### src/design/ct_pkg.sv
/*
  Constants shared by the lowest-code tracker bank: the register map,
  reset values, field layout, bus answers and tracker widths.
  Assumes an AXI4-Lite register bus with 32-bit data.
*/
`default_nettype none

package ct_pkg;

  // Tracker geometry
  localparam int          CT_NUM_CH   = 4;
  localparam int          CT_CODE_W   = 16;
  localparam int          CT_BYTE_W   = 8;
  localparam int          CT_CHSEL_W  = 3;
  localparam int          CT_ADDR_W   = 12;
  localparam int          CT_DATA_W   = 32;
  localparam int          CT_IDX_W    = CT_ADDR_W - 2;

  // Value after reset and after a read of any lowest-code byte
  localparam logic [7:0]  CT_LOWEST_RESET = 8'hFF;

  // Register indices; byte address is four times the index
  localparam logic [CT_IDX_W-1:0] CT_IDX_IN1_LOW  = 10'h082;
  localparam logic [CT_IDX_W-1:0] CT_IDX_IN1_HIGH = 10'h083;
  localparam logic [CT_IDX_W-1:0] CT_IDX_IN2_LOW  = 10'h084;
  localparam logic [CT_IDX_W-1:0] CT_IDX_IN2_HIGH = 10'h085;
  localparam logic [CT_IDX_W-1:0] CT_IDX_IN3_LOW  = 10'h086;
  localparam logic [CT_IDX_W-1:0] CT_IDX_IN3_HIGH = 10'h087;
  localparam logic [CT_IDX_W-1:0] CT_IDX_IN4_LOW  = 10'h088;
  localparam logic [CT_IDX_W-1:0] CT_IDX_IN4_HIGH = 10'h089;

  // First input channel number served by this bank
  localparam logic [CT_CHSEL_W-1:0] CT_FIRST_CH = 3'h1;

  // AXI4-Lite answers
  localparam logic [1:0]  CT_RESP_OKAY   = 2'b00;
  localparam logic [1:0]  CT_RESP_SLVERR = 2'b10;
  localparam logic [1:0]  CT_RESP_DECERR = 2'b11;

  // Write channel states
  typedef enum logic [1:0] {
    CT_WR_IDLE = 2'b00,
    CT_WR_ADDR = 2'b01,
    CT_WR_DATA = 2'b10,
    CT_WR_RESP = 2'b11
  } ct_wr_state_e;

  // Read channel states
  typedef enum logic {
    CT_RD_IDLE = 1'b0,
    CT_RD_RESP = 1'b1
  } ct_rd_state_e;

endpackage : ct_pkg

`default_nettype wire

### src/design/ct_trk_if.sv
/*
  Link between the register slave and one lowest-code tracker:
  new conversion codes, read-clear strobes and the stored minimum.
  Assumes both ends run on clk_sys.
*/
`default_nettype none

interface ct_trk_if;
  import ct_pkg::*;

  logic                 sampleValid;
  logic [CT_CODE_W-1:0] sampleCode;
  logic                 clearLow;
  logic                 clearHigh;
  logic [CT_CODE_W-1:0] minCode;

  modport owner   (output sampleValid, sampleCode, clearLow, clearHigh, input minCode);
  modport tracker (input sampleValid, sampleCode, clearLow, clearHigh, output minCode);
endinterface : ct_trk_if

`default_nettype wire

### src/design/ct_min_tracker.sv
/*
  One channel's lowest-code holder, split into a low and a high byte
  that are each restored to all ones when software reads them.
  Assumes clear strobes and samples are one-cycle pulses on clk_sys.
*/
`default_nettype none

module ct_min_tracker
  import ct_pkg::*;
(
  input  wire logic clk_sys,
  input  wire logic nrst,
  ct_trk_if.tracker trk
);
  import ct_pkg::*;

  logic [CT_BYTE_W-1:0] minLow;
  logic [CT_BYTE_W-1:0] minHigh;
  logic [CT_BYTE_W-1:0] next_minLow;
  logic [CT_BYTE_W-1:0] next_minHigh;
  logic [CT_CODE_W-1:0] baseCode;

  // Clear first, then compare, so a sample in the clear cycle is kept if below the cleared value
  always_comb begin
    baseCode = {trk.clearHigh ? CT_LOWEST_RESET : minHigh,
                trk.clearLow  ? CT_LOWEST_RESET : minLow};
    if (trk.sampleValid && (trk.sampleCode < baseCode)) begin
      {next_minHigh, next_minLow} = trk.sampleCode;
    end else begin
      {next_minHigh, next_minLow} = baseCode;
    end
  end

  // Holder registers, all ones out of reset
  always_ff @(posedge clk_sys or negedge nrst) begin
    if (!nrst) begin
      minLow  <= CT_LOWEST_RESET;
      minHigh <= CT_LOWEST_RESET;
    end else begin
      minLow  <= next_minLow;
      minHigh <= next_minHigh;
    end
  end

  assign trk.minCode = {minHigh, minLow};
endmodule : ct_min_tracker

`default_nettype wire

### src/design/ct_min_bank.sv
/*
  Lowest-code register bank for input channels 1 to 4, read over an
  AXI4-Lite slave. Every byte is read-only and restored on read.
  Assumes conversion codes arrive as one-cycle strobes on clk_sys.
*/
// Function
// - Each channel keeps its lowest conversion code since its register was read.
// - Reading a lowest-code byte returns it, then restores it to all ones.
// - Bytes reset to all ones and are read-only; writes are refused.
// - Each channel: low byte at even index, high at next odd, two per channel.
`default_nettype none

module ct_min_bank
  import ct_pkg::*;
(
  input  wire logic                   clk_sys,
  input  wire logic                   nrst,
  // Conversion results from the converter core
  input  wire logic                   codeValid,
  input  wire logic [CT_CHSEL_W-1:0]  codeChannel,
  input  wire logic [CT_CODE_W-1:0]   code,
  // AXI4-Lite slave
  input  wire logic [CT_ADDR_W-1:0]   s_axi_awaddr,
  input  wire logic                   s_axi_awvalid,
  output logic                        s_axi_awready,
  input  wire logic [CT_DATA_W-1:0]   s_axi_wdata,
  input  wire logic [3:0]             s_axi_wstrb,
  input  wire logic                   s_axi_wvalid,
  output logic                        s_axi_wready,
  output logic [1:0]                  s_axi_bresp,
  output logic                        s_axi_bvalid,
  input  wire logic                   s_axi_bready,
  input  wire logic [CT_ADDR_W-1:0]   s_axi_araddr,
  input  wire logic                   s_axi_arvalid,
  output logic                        s_axi_arready,
  output logic [CT_DATA_W-1:0]        s_axi_rdata,
  output logic [1:0]                  s_axi_rresp,
  output logic                        s_axi_rvalid,
  input  wire logic                   s_axi_rready
);
  import ct_pkg::*;

  ct_trk_if trk [CT_NUM_CH] ();

  logic [CT_CODE_W-1:0] minCodes [CT_NUM_CH];
  logic                 clearLows [CT_NUM_CH];
  logic                 clearHighs [CT_NUM_CH];
  logic [2*CT_NUM_CH-1:0] clearAll;                  // Byte k of channel k/2

  // Address decode: a register sits at a whole word inside the index range
  function automatic logic addrHit(input logic [CT_ADDR_W-1:0] a);
    logic [CT_IDX_W-1:0] idx;
    idx = a[CT_ADDR_W-1:2];
    return (a[1:0] == 2'b00) && (idx >= CT_IDX_IN1_LOW) && (idx <= CT_IDX_IN4_HIGH);
  endfunction

  // Read side decode, channel from pair, byte from index parity
  logic [CT_IDX_W-1:0] rdIdx;
  logic [CT_IDX_W-1:0] rdOffs;
  logic [1:0]          rdCh;
  logic                rdHigh;
  logic                rdHit;
  logic                rdTake;

  always_comb begin
    rdIdx  = s_axi_araddr[CT_ADDR_W-1:2];
    rdOffs = rdIdx - CT_IDX_IN1_LOW;
    rdCh   = rdOffs[2:1];
    rdHigh = rdOffs[0];
    rdHit  = addrHit(s_axi_araddr);
    rdTake = s_axi_arvalid && s_axi_arready;
  end

  // One tracker per channel; a read of a byte clears that byte only
  for (genvar g = 0; g < CT_NUM_CH; g++) begin : gen_ch
    assign trk[g].sampleValid = codeValid &&
                                (codeChannel == CT_FIRST_CH + CT_CHSEL_W'(g));
    assign trk[g].sampleCode  = code;
    assign trk[g].clearLow    = clearLows[g];
    assign trk[g].clearHigh   = clearHighs[g];
    assign minCodes[g]        = trk[g].minCode;

    always_comb begin
      clearLows[g]  = rdTake && rdHit && (rdCh == 2'(g)) && !rdHigh;
      clearHighs[g] = rdTake && rdHit && (rdCh == 2'(g)) && rdHigh;
    end

    ct_min_tracker u_trk (
      .clk_sys (clk_sys),
      .nrst    (nrst),
      .trk     (trk[g])
    );
  end

  // Clear strobes packed two per channel, for the checks below
  always_comb begin
    for (int i = 0; i < CT_NUM_CH; i++) begin
      clearAll[2*i]   = clearLows[i];
      clearAll[2*i+1] = clearHighs[i];
    end
  end

  // Read channel: answer one cycle after the address is taken
  ct_rd_state_e         rdState;
  ct_rd_state_e         next_rdState;
  logic [CT_DATA_W-1:0] next_rdata;
  logic [1:0]           next_rresp;
  logic [CT_CODE_W-1:0] rdWord;

  always_comb begin
    next_rdState = rdState;
    next_rdata   = s_axi_rdata;
    next_rresp   = s_axi_rresp;
    rdWord       = minCodes[rdCh];
    unique case (rdState)
      CT_RD_IDLE: begin
        if (rdTake) begin
          next_rdState = CT_RD_RESP;
          if (rdHit) begin
            next_rdata = {24'h00_0000, rdHigh ? rdWord[15:8] : rdWord[7:0]};
            next_rresp = CT_RESP_OKAY;
          end else begin
            next_rdata = '0;
            next_rresp = CT_RESP_DECERR;                       // Unmapped read
          end
        end
      end
      CT_RD_RESP: begin
        if (s_axi_rready) begin
          next_rdState = CT_RD_IDLE;
        end
      end
    endcase
  end

  always_ff @(posedge clk_sys or negedge nrst) begin
    if (!nrst) begin
      rdState       <= CT_RD_IDLE;
      s_axi_rdata   <= '0;
      s_axi_rresp   <= CT_RESP_OKAY;
      s_axi_rvalid  <= 1'b0;
      s_axi_arready <= 1'b0;
    end else begin
      rdState       <= next_rdState;
      s_axi_rdata   <= next_rdata;
      s_axi_rresp   <= next_rresp;
      s_axi_rvalid  <= (next_rdState == CT_RD_RESP);
      s_axi_arready <= (next_rdState == CT_RD_IDLE);
    end
  end

  // Write channel: address and data in either order, then refuse
  ct_wr_state_e   wrState;
  ct_wr_state_e   next_wrState;
  logic           wrHit;
  logic           next_wrHit;
  logic           awTake;
  logic           wTake;

  always_comb begin
    awTake       = s_axi_awvalid && s_axi_awready;
    wTake        = s_axi_wvalid && s_axi_wready;
    next_wrState = wrState;
    next_wrHit   = awTake ? addrHit(s_axi_awaddr) : wrHit;
    unique case (wrState)
      CT_WR_IDLE: begin
        if (awTake && wTake) begin
          next_wrState = CT_WR_RESP;
        end else if (awTake) begin
          next_wrState = CT_WR_ADDR;
        end else if (wTake) begin
          next_wrState = CT_WR_DATA;
        end
      end
      CT_WR_ADDR: begin
        if (wTake) begin
          next_wrState = CT_WR_RESP;
        end
      end
      CT_WR_DATA: begin
        if (awTake) begin
          next_wrState = CT_WR_RESP;
        end
      end
      CT_WR_RESP: begin
        if (s_axi_bready) begin
          next_wrState = CT_WR_IDLE;
        end
      end
    endcase
  end

  // Nothing is writable, so data and strobes are never stored
  always_ff @(posedge clk_sys or negedge nrst) begin
    if (!nrst) begin
      wrState       <= CT_WR_IDLE;
      wrHit         <= 1'b0;
      s_axi_awready <= 1'b0;
      s_axi_wready  <= 1'b0;
      s_axi_bvalid  <= 1'b0;
      s_axi_bresp   <= CT_RESP_OKAY;
    end else begin
      wrState       <= next_wrState;
      wrHit         <= next_wrHit;
      s_axi_awready <= (next_wrState == CT_WR_IDLE) || (next_wrState == CT_WR_DATA);
      s_axi_wready  <= (next_wrState == CT_WR_IDLE) || (next_wrState == CT_WR_ADDR);
      s_axi_bvalid  <= (next_wrState == CT_WR_RESP);
      s_axi_bresp   <= next_wrHit ? CT_RESP_SLVERR : CT_RESP_DECERR;
    end
  end
endmodule : ct_min_bank

`default_nettype wire

### config.mk
export PLATFORM = sky130hd
export DESIGN_NAME = ct_min_bank
export DESIGN_NICKNAME = d
export VERILOG_FILES = /design/src/design/ct_pkg.sv /design/src/design/ct_trk_if.sv /design/src/design/ct_min_tracker.sv /design/src/design/ct_min_bank.sv
export SDC_FILE = /design/constraint.sdc
export NUM_CORES = 1
export LEC_CHECK = 0
export BUFFER_PORTS_ARGS = -buffer_cell sky130_fd_sc_hd__buf_2
export CAP_MARGIN = 20
export CORE_UTILIZATION = 45
export CTS_BUF_LIST = sky130_fd_sc_hd__clkbuf_16
export CTS_CLUSTER_DIAMETER = 150
export DETAILED_ROUTE_END_ITERATION = 12
export MAX_ROUTING_LAYER = met4
export PLACE_DENSITY = 0.77
export SYNTH_ARGS = -nofsm -noshare
export SYNTH_HDL_FRONTEND = slang
export SYNTH_SLANG_ARGS = --single-unit
export TNS_END_PERCENT = 10
### constraint.sdc
create_clock -name clk_sys -period 3.1 [get_ports clk_sys]
set_input_delay 0 -clock clk_sys [delete_from_list [all_inputs] [get_ports clk_sys]]
set_output_delay 0 -clock clk_sys [all_outputs]
set_load 0.01 [all_outputs]
==> metrics.txt, run 1 <==
asr flop ratio synth 100%; crit path kind reg -> reg; cells along the critical path nand2_2 > a2111o_4 > nor3b_4 > buf_6 > buf_4 > nor2_1 > ha_1 > a211oi_2 > nor2_2 > nor2_1 > a2111oi_4 > a21oi_4 > buf_12 > mux2i_1; Max H-tree Level 3; YS warnings 0; row cnt 40; Worst Setup End Kind flip-flop; final slew viol count 0; WL per Instance 19.3 um; layout cell share with drive strength beyond 1 39.5%; PD cells 840 nW/um^2; Syn Area/Cell 10.7 um^2; ANT nets after route 0; RSZ-0062 raised after global routing true; Worst Path Buf+Inv 3; max-cap viol count 0; Hold Violations, Final 0; largest net degree at the start of global routing 84; crit-path leading delay family compound AO/OA/AOI/OAI gates; cell mode on critical path nor2_1; fin crit share 99.7%; first-pass GRT wire length 24.2 mm; worst skew pair latency 0.36 ns; maximum vdd ir drop 0.363 mV; Crit path required time 3.38 ns; Final Total Pwr 6.11 mW; clk_skew 0.00761 ns; post-layout util 59.9%; Clock Path Buffers 2; DPL Wire Length 11.8 mm; CP max FO 8; CTS sink count 83; vias 4,715; Clk pin slew, worst setup/hold paths 0.06 ns; I/O pin total 128; sequential area share after synthesis 37.9%; Die H 114 um; Congestion Overflow GR 0; CP arrival 3.37 ns; # diodes 0; final setup fails 0; vias in the first global route 4,687; CTS tree done; Fmax achieved 324 MHz; 1st-iter DRT viols 280; final WL 16.2 mm; vias per cell 5.63; CTS Buf Count 9; commonest non-fill, non-tap cell in the layout nor2_1; Min Clock Period, post-route 3.09 ns; Final #Nets 815; Initial Util 46.8%; gate count of the mapped netlist 530; crit path max-delay cell type a2111o_4; area grow syn2layout 27.9%; cell area after synthesis 5690 um^2; slowest cell delay on critical path 0.54 ns; Lkg Pwr 3.54 nW; hold crit path type in -> async; drt drc 0; Yosys reg bits 83; Distinct cells, synth 45; most frequent cells in the layout 73 x nor2_1, 69 x mux2i_1, 65 x buf_2; width of the die 114 um; initial antenna violation count 0; drt pass-1 iters 5; PortBufs 66; status complete, no violations; Die Footprint 13,100 um^2; GRT Resource Usage Total 25.9%; CORE AREA 12,200 um^2; crit start category flip-flop; Primary FF master, synth dfstp_2; GPL Wtd Cong 0.936; EDFF count, synth 0; root cell of the clock tree clkbuf_16; fill count 982
[through the flow]
step	std cells	setup WS, ns	cell area, um^2	hold slack [ns]	setup TNS [ns]
floorplan	553	-0.0194	5790	-0.296	-0.194
global placement	794	-0.290	6480	0.222	-8.01
detailed placement	794	-0.410	6480	0.245	-13.40
CTS	819	0.0117	6920	0.0000816	0
global route	837	-0.111	7280	0.0186	-3.06
finish	837	0.00897	7280	0.00902	0
[synth_stat cells (all sizes together) (2+ instances only)]
cell / n / share of area, %
dfrtp: 19 / 8.4
nor2b: 2 / 0.22
a2111oi: 4 / 0.62
mux4: 16 / 6.7
nor2: 80 / 5.3
nand3: 12 / 1.1
clkbuf: 7 / 0.46
nor3b: 4 / 1.3
ha: 64 / 14
buf: 32 / 4.6
nand4: 7 / 0.77
a211oi: 6 / 0.79
nor3: 6 / 0.53
o31ai: 3 / 0.48
dfstp: 64 / 30
o31a: 3 / 0.46
nor4b: 3 / 0.46
mux2i: 72 / 13
a21oi: 24 / 2.3
a21o: 3 / 0.40
o21ai: 26 / 2.5
nand2: 29 / 1.9
conb: 2 / 0.13
inv: 23 / 1.5
and2: 5 / 0.55
nor4: 3 / 0.33
[layer usage]
layer,GRT usage [%],vias to the layer above,wire [um]
li1,-,2144,-
met1,31.1,2292,6540
met2,42.7,228,7900
met3,4.66,51,1040
met4,11.4,0,677
met5,-,-,0
[final timing paths]
kind	from	slack [ns]	to	depth (start not counted)
setup / recovery	s_axi_arready	0.009	gen_ch[2].u_trk.minLow[3]	14
hold / removal	nrst	0.009	s_axi_bresp[1]	2
setup reg to reg	s_axi_arready	0.009	gen_ch[2].u_trk.minLow[3]	14
hold reg to reg	s_axi_rdata[4]	0.48	s_axi_rdata[4]	2
max in group asynchronous	nrst	2.46	gen_ch[2].u_trk.minHigh[1]	3
min in group clk_sys	code[8]	0.01	gen_ch[1].u_trk.minHigh[0]	3
[cell type report]
cell class / count / area (um^2) / share of cell area [%]
repair buffers: 139 / 1050 / 14.4
inverters: 23 / 86.3 / 1.19
multi-input cells: 408 / 3440 / 47.2
clock buffers: 9 / 225 / 3.09
flip-flops and latches: 83 / 2160 / 29.6
well taps: 168 / 210 / 2.89
clock inverters: 7 / 110 / 1.51
[flip-flops by register name, indices dropped and copies added (netlist names)]
name                  cells
wrHit                     1
wrState                   2
s_axi_awready             1
gen_ch.u_trk.minLow      32
rdState                   1
s_axi_rdata               8
s_axi_arready             1
s_axi_bvalid              1
s_axi_rresp               1
s_axi_bresp               2
gen_ch.u_trk.minHigh     32
s_axi_wready              1
[what timing repair did]
| item | in CTS | in global routing |
|---|---|---|
| cloned | 0 | 1 |
| gates resized for setup | 5 | 46 |
| setup endpoints to repair | 32 | 59 |
| setup buffers | 0 | 17 |
| hold endpoints to repair | 34 | 0 |
| pin swaps | 0 | 27 |
| hold buffers | 9 | 0 |
[worst reg2reg max path, cell delays in order (launching register included)]
cell and delay [ns]:
dfrtp_1 0.38, nand2_2 0.08, a2111o_4 0.54, nor3b_4 0.27, buf_6 0.15, buf_4 0.10
nor2_1 0.04, ha_1 0.19, a211oi_2 0.26, nor2_2 0.07, nor2_1 0.21, a2111oi_4 0.13
a21oi_4 0.21, buf_12 0.17, mux2i_1 0.22
[cells by family after synthesis]
logic type | count (synthesis) | synth area share (%)
AOI/OAI and AO/OA | 74 | 8.49
xor gates and xnor gates | 1 | 0.154
adders and majority gates | 64 | 14.1
buffers and inverters | 62 | 6.57
DFF | 83 | 37.9
muxes | 88 | 19.4
other | 2 | 0.132
and+or+nand+nor | 156 | 13.3
[power breakdown]
part           switching (mW)  internal [mW]
sequential              0.309           1.86
clock                   0.453          0.780
combinational            1.43           1.28
total                    2.19           3.92
No activity file was read; power rests on OpenSTA's default activity.
==> run 2, diff against run 1 <==
--- a/config.mk
+++ b/config.mk
@@ -7,6 +7,7 @@
 export LEC_CHECK = 0
 export BUFFER_PORTS_ARGS = -buffer_cell sky130_fd_sc_hd__buf_2
 export CAP_MARGIN = 20
+export CORE_ASPECT_RATIO = 1.1
 export CORE_UTILIZATION = 45
 export CTS_BUF_LIST = sky130_fd_sc_hd__clkbuf_16
 export CTS_CLUSTER_DIAMETER = 150
@@ -16,4 +17,4 @@
 export SYNTH_ARGS = -nofsm -noshare
 export SYNTH_HDL_FRONTEND = slang
 export SYNTH_SLANG_ARGS = --single-unit
-export TNS_END_PERCENT = 10
+export TNS_END_PERCENT = 5
==> run 2 against run 1 <==
The flow now finishes with violations (hold timing). Flip-flop and latch count stayed put. Register-to-register slack hardly changed. Worst hold slack worse by 0.0095 ns. Critical path depth fell by 1. Clock power barely moved. Count of clock-buffer cells in the layout did not move. Non-clock buffer count fell by 5. Final area down 3.2%. Sequential power is essentially flat. Sequential share of layout area up 0.97 points. Via count shrank 2.6%.
==> metrics.txt, run 2 (same netlist as run 1, synthesis figures left out) <==
drt drc 0; switching fraction of total power 35.0%; CTS tree done; 1st-iter DRT viols 269; Min Clock Period, post-route 3.08 ns; CTS Buf Count 9; clk_skew 0.00592 ns; maximum vdd ir drop 0.430 mV; Fmax achieved 325 MHz; worst hold start code[14]; status finished with violations; failing checks hold timing; drt pass-1 iters 4; root cell of the clock tree clkbuf_16; area grow syn2layout 23.9%; final setup TNS 0 ns; Die Footprint 13,100 um^2; initial antenna violation count 0; RSZ-0062 raised after global routing true; vias per cell 5.61; worst skew pair latency 0.35 ns; GRT Resource Usage Total 25.3%; clock power share 20.4%; crit path kind reg -> reg; PD cells 847 nW/um^2; commonest non-fill, non-tap cell in the layout nor2_1; Congestion Overflow GR 0; PortBufs 66; r2r worst-path depth 13; vias 4,592; R2R Setup Slk 0.02 ns; reg2reg start s_axi_arready; Lkg Pwr 3.47 nW; ANT nets after route 0; CP arrival 3.33 ns; width of the die 109 um; CORE AREA 12,200 um^2; Final Cell Area 7050 um^2; I/O pin total 128; # diodes 0; first-pass GRT wire length 23.9 mm; placed cell area 6490 um^2; final slew viol count 0; max-cap viol count 0; GPL Wtd Cong 0.952; sequential power share 36.0%; Largest regs gen_ch.u_trk.minHigh (32), gen_ch.u_trk.minLow (32), s_axi_rdata (8); Slew @ Worst Pin 0.800 ns; net switching power of the design 2.09 mW; layout cell share with drive strength beyond 1 36.7%; Hold Crit Endpoint gen_ch[3].u_trk.minHigh[6]; Max H-tree Level 3; RR Endpoint gen_ch[2].u_trk.minHigh[5]; final WL 15.4 mm; WL per Instance 18.8 um; most frequent cells in the layout 78 x nor2_1, 69 x mux2i_1, 65 x buf_2; largest net degree at the start of global routing 84; Initial Util 46.7%; Crit path required time 3.36 ns; worst hold slack -0.000454 ns; DPL Wire Length 11.6 mm; final setup fails 0; Clock Path Buffers 2; row cnt 42; hold crit path type in -> reg; vias in the first global route 4,655; Final #Nets 810; CP max FO 5; fill count 993; Die H 120 um; CTS sink count 83; Pint 3.88 mW; worst rel slew slack 46.6%; fin crit share 99.3%; Comb power frac 43.7%; crit start category flip-flop; Worst Setup End Kind flip-flop; Hold Path Stages 3; Hold Violations, Final 1; Clk pin slew, worst setup/hold paths 0.06 ns
==> run 2: layer usage <==
| layer | share of wire [%] | global-route usage, % |
|---|---|---|
| met4 | 4.1 | 12.4 |
| met5 | 0 | - |
| met1 | 41 | 31.1 |
| met3 | 7.6 | 4.89 |
| met2 | 48 | 39.8 |
==> run 2: metrics by stage <==
step	power (mW)	util (%)	setup WS (ns)	instances
detailed placement	4.62	53.2	-0.508	789
CTS	5.88	56.6	-0.159	813
global placement	4.46	53.2	-0.351	789
finish	5.97	57.8	0.0220	818
global route	6.37	57.8	-0.0835	818
floorplan	3.66	-	-0.0194	553
==> run 2: worst max-delay path by stage <==
stage / endpoint / slack (ns) / depth (start not counted) / start
after floorplan: gen_ch[2].u_trk.minHigh[0] / -0.02 / 12 / s_axi_araddr[0]
after global placement: gen_ch[2].u_trk.minLow[5] / -0.35 / 13 / s_axi_araddr[0]
after detailed placement: gen_ch[2].u_trk.minHigh[3] / -0.51 / 13 / s_axi_araddr[1]
after CTS: gen_ch[0].u_trk.minHigh[5] / -0.16 / 14 / s_axi_arready
after global routing: gen_ch[2].u_trk.minLow[3] / -0.08 / 13 / s_axi_arready
final: gen_ch[2].u_trk.minHigh[5] / 0.02 / 13 / s_axi_arready
==> run 2: final cells by class <==
cell class	count	area (um^2)	share of cell area, %
multi-input cells	408	3330	47.3
repair buffers	134	946	13.4
clock buffers	9	225	3.20
well taps	154	193	2.73
flip-flops and latches	83	2160	30.6
inverters	23	86.3	1.22
clock inverters	7	108	1.53
==> run 2: power groups by stage <==
| stage | Clock (mW) | Combinational, mW | Sequential (mW) |
|---|---|---|---|
| final | 1.22 | 2.61 | 2.15 |
| after detailed placement | 0 | 2.47 | 2.15 |
| after CTS | 1.23 | 2.51 | 2.14 |
| after floorplan | 0 | 1.61 | 2.04 |
| after global placement | 0 | 2.35 | 2.12 |
| after global routing | 1.27 | 2.89 | 2.21 |
==> run 2: repair_timing <==
action,4_1_cts,5_1_grt
hold buffers,5,0
setup endpoints to repair,32,64
resized for setup,1,20
pin swaps,4,9
endpoints found under the hold margin,24,0
cloned,0,1
setup buffers,3,4
==> run 2: worst max-delay path, cell delays in order, from the launching register on <==
cell      delay [ns]
dfrtp_1         0.40
nand2_2         0.09
a2111o_4        0.42
nor3b_4         0.29
buf_4           0.17
nor2_1          0.06
ha_1            0.32
a21oi_1         0.16
o21ai_0         0.12
nor3_1          0.21
o31ai_2         0.13
a21oi_4         0.18
buf_4           0.18
mux2i_1         0.26
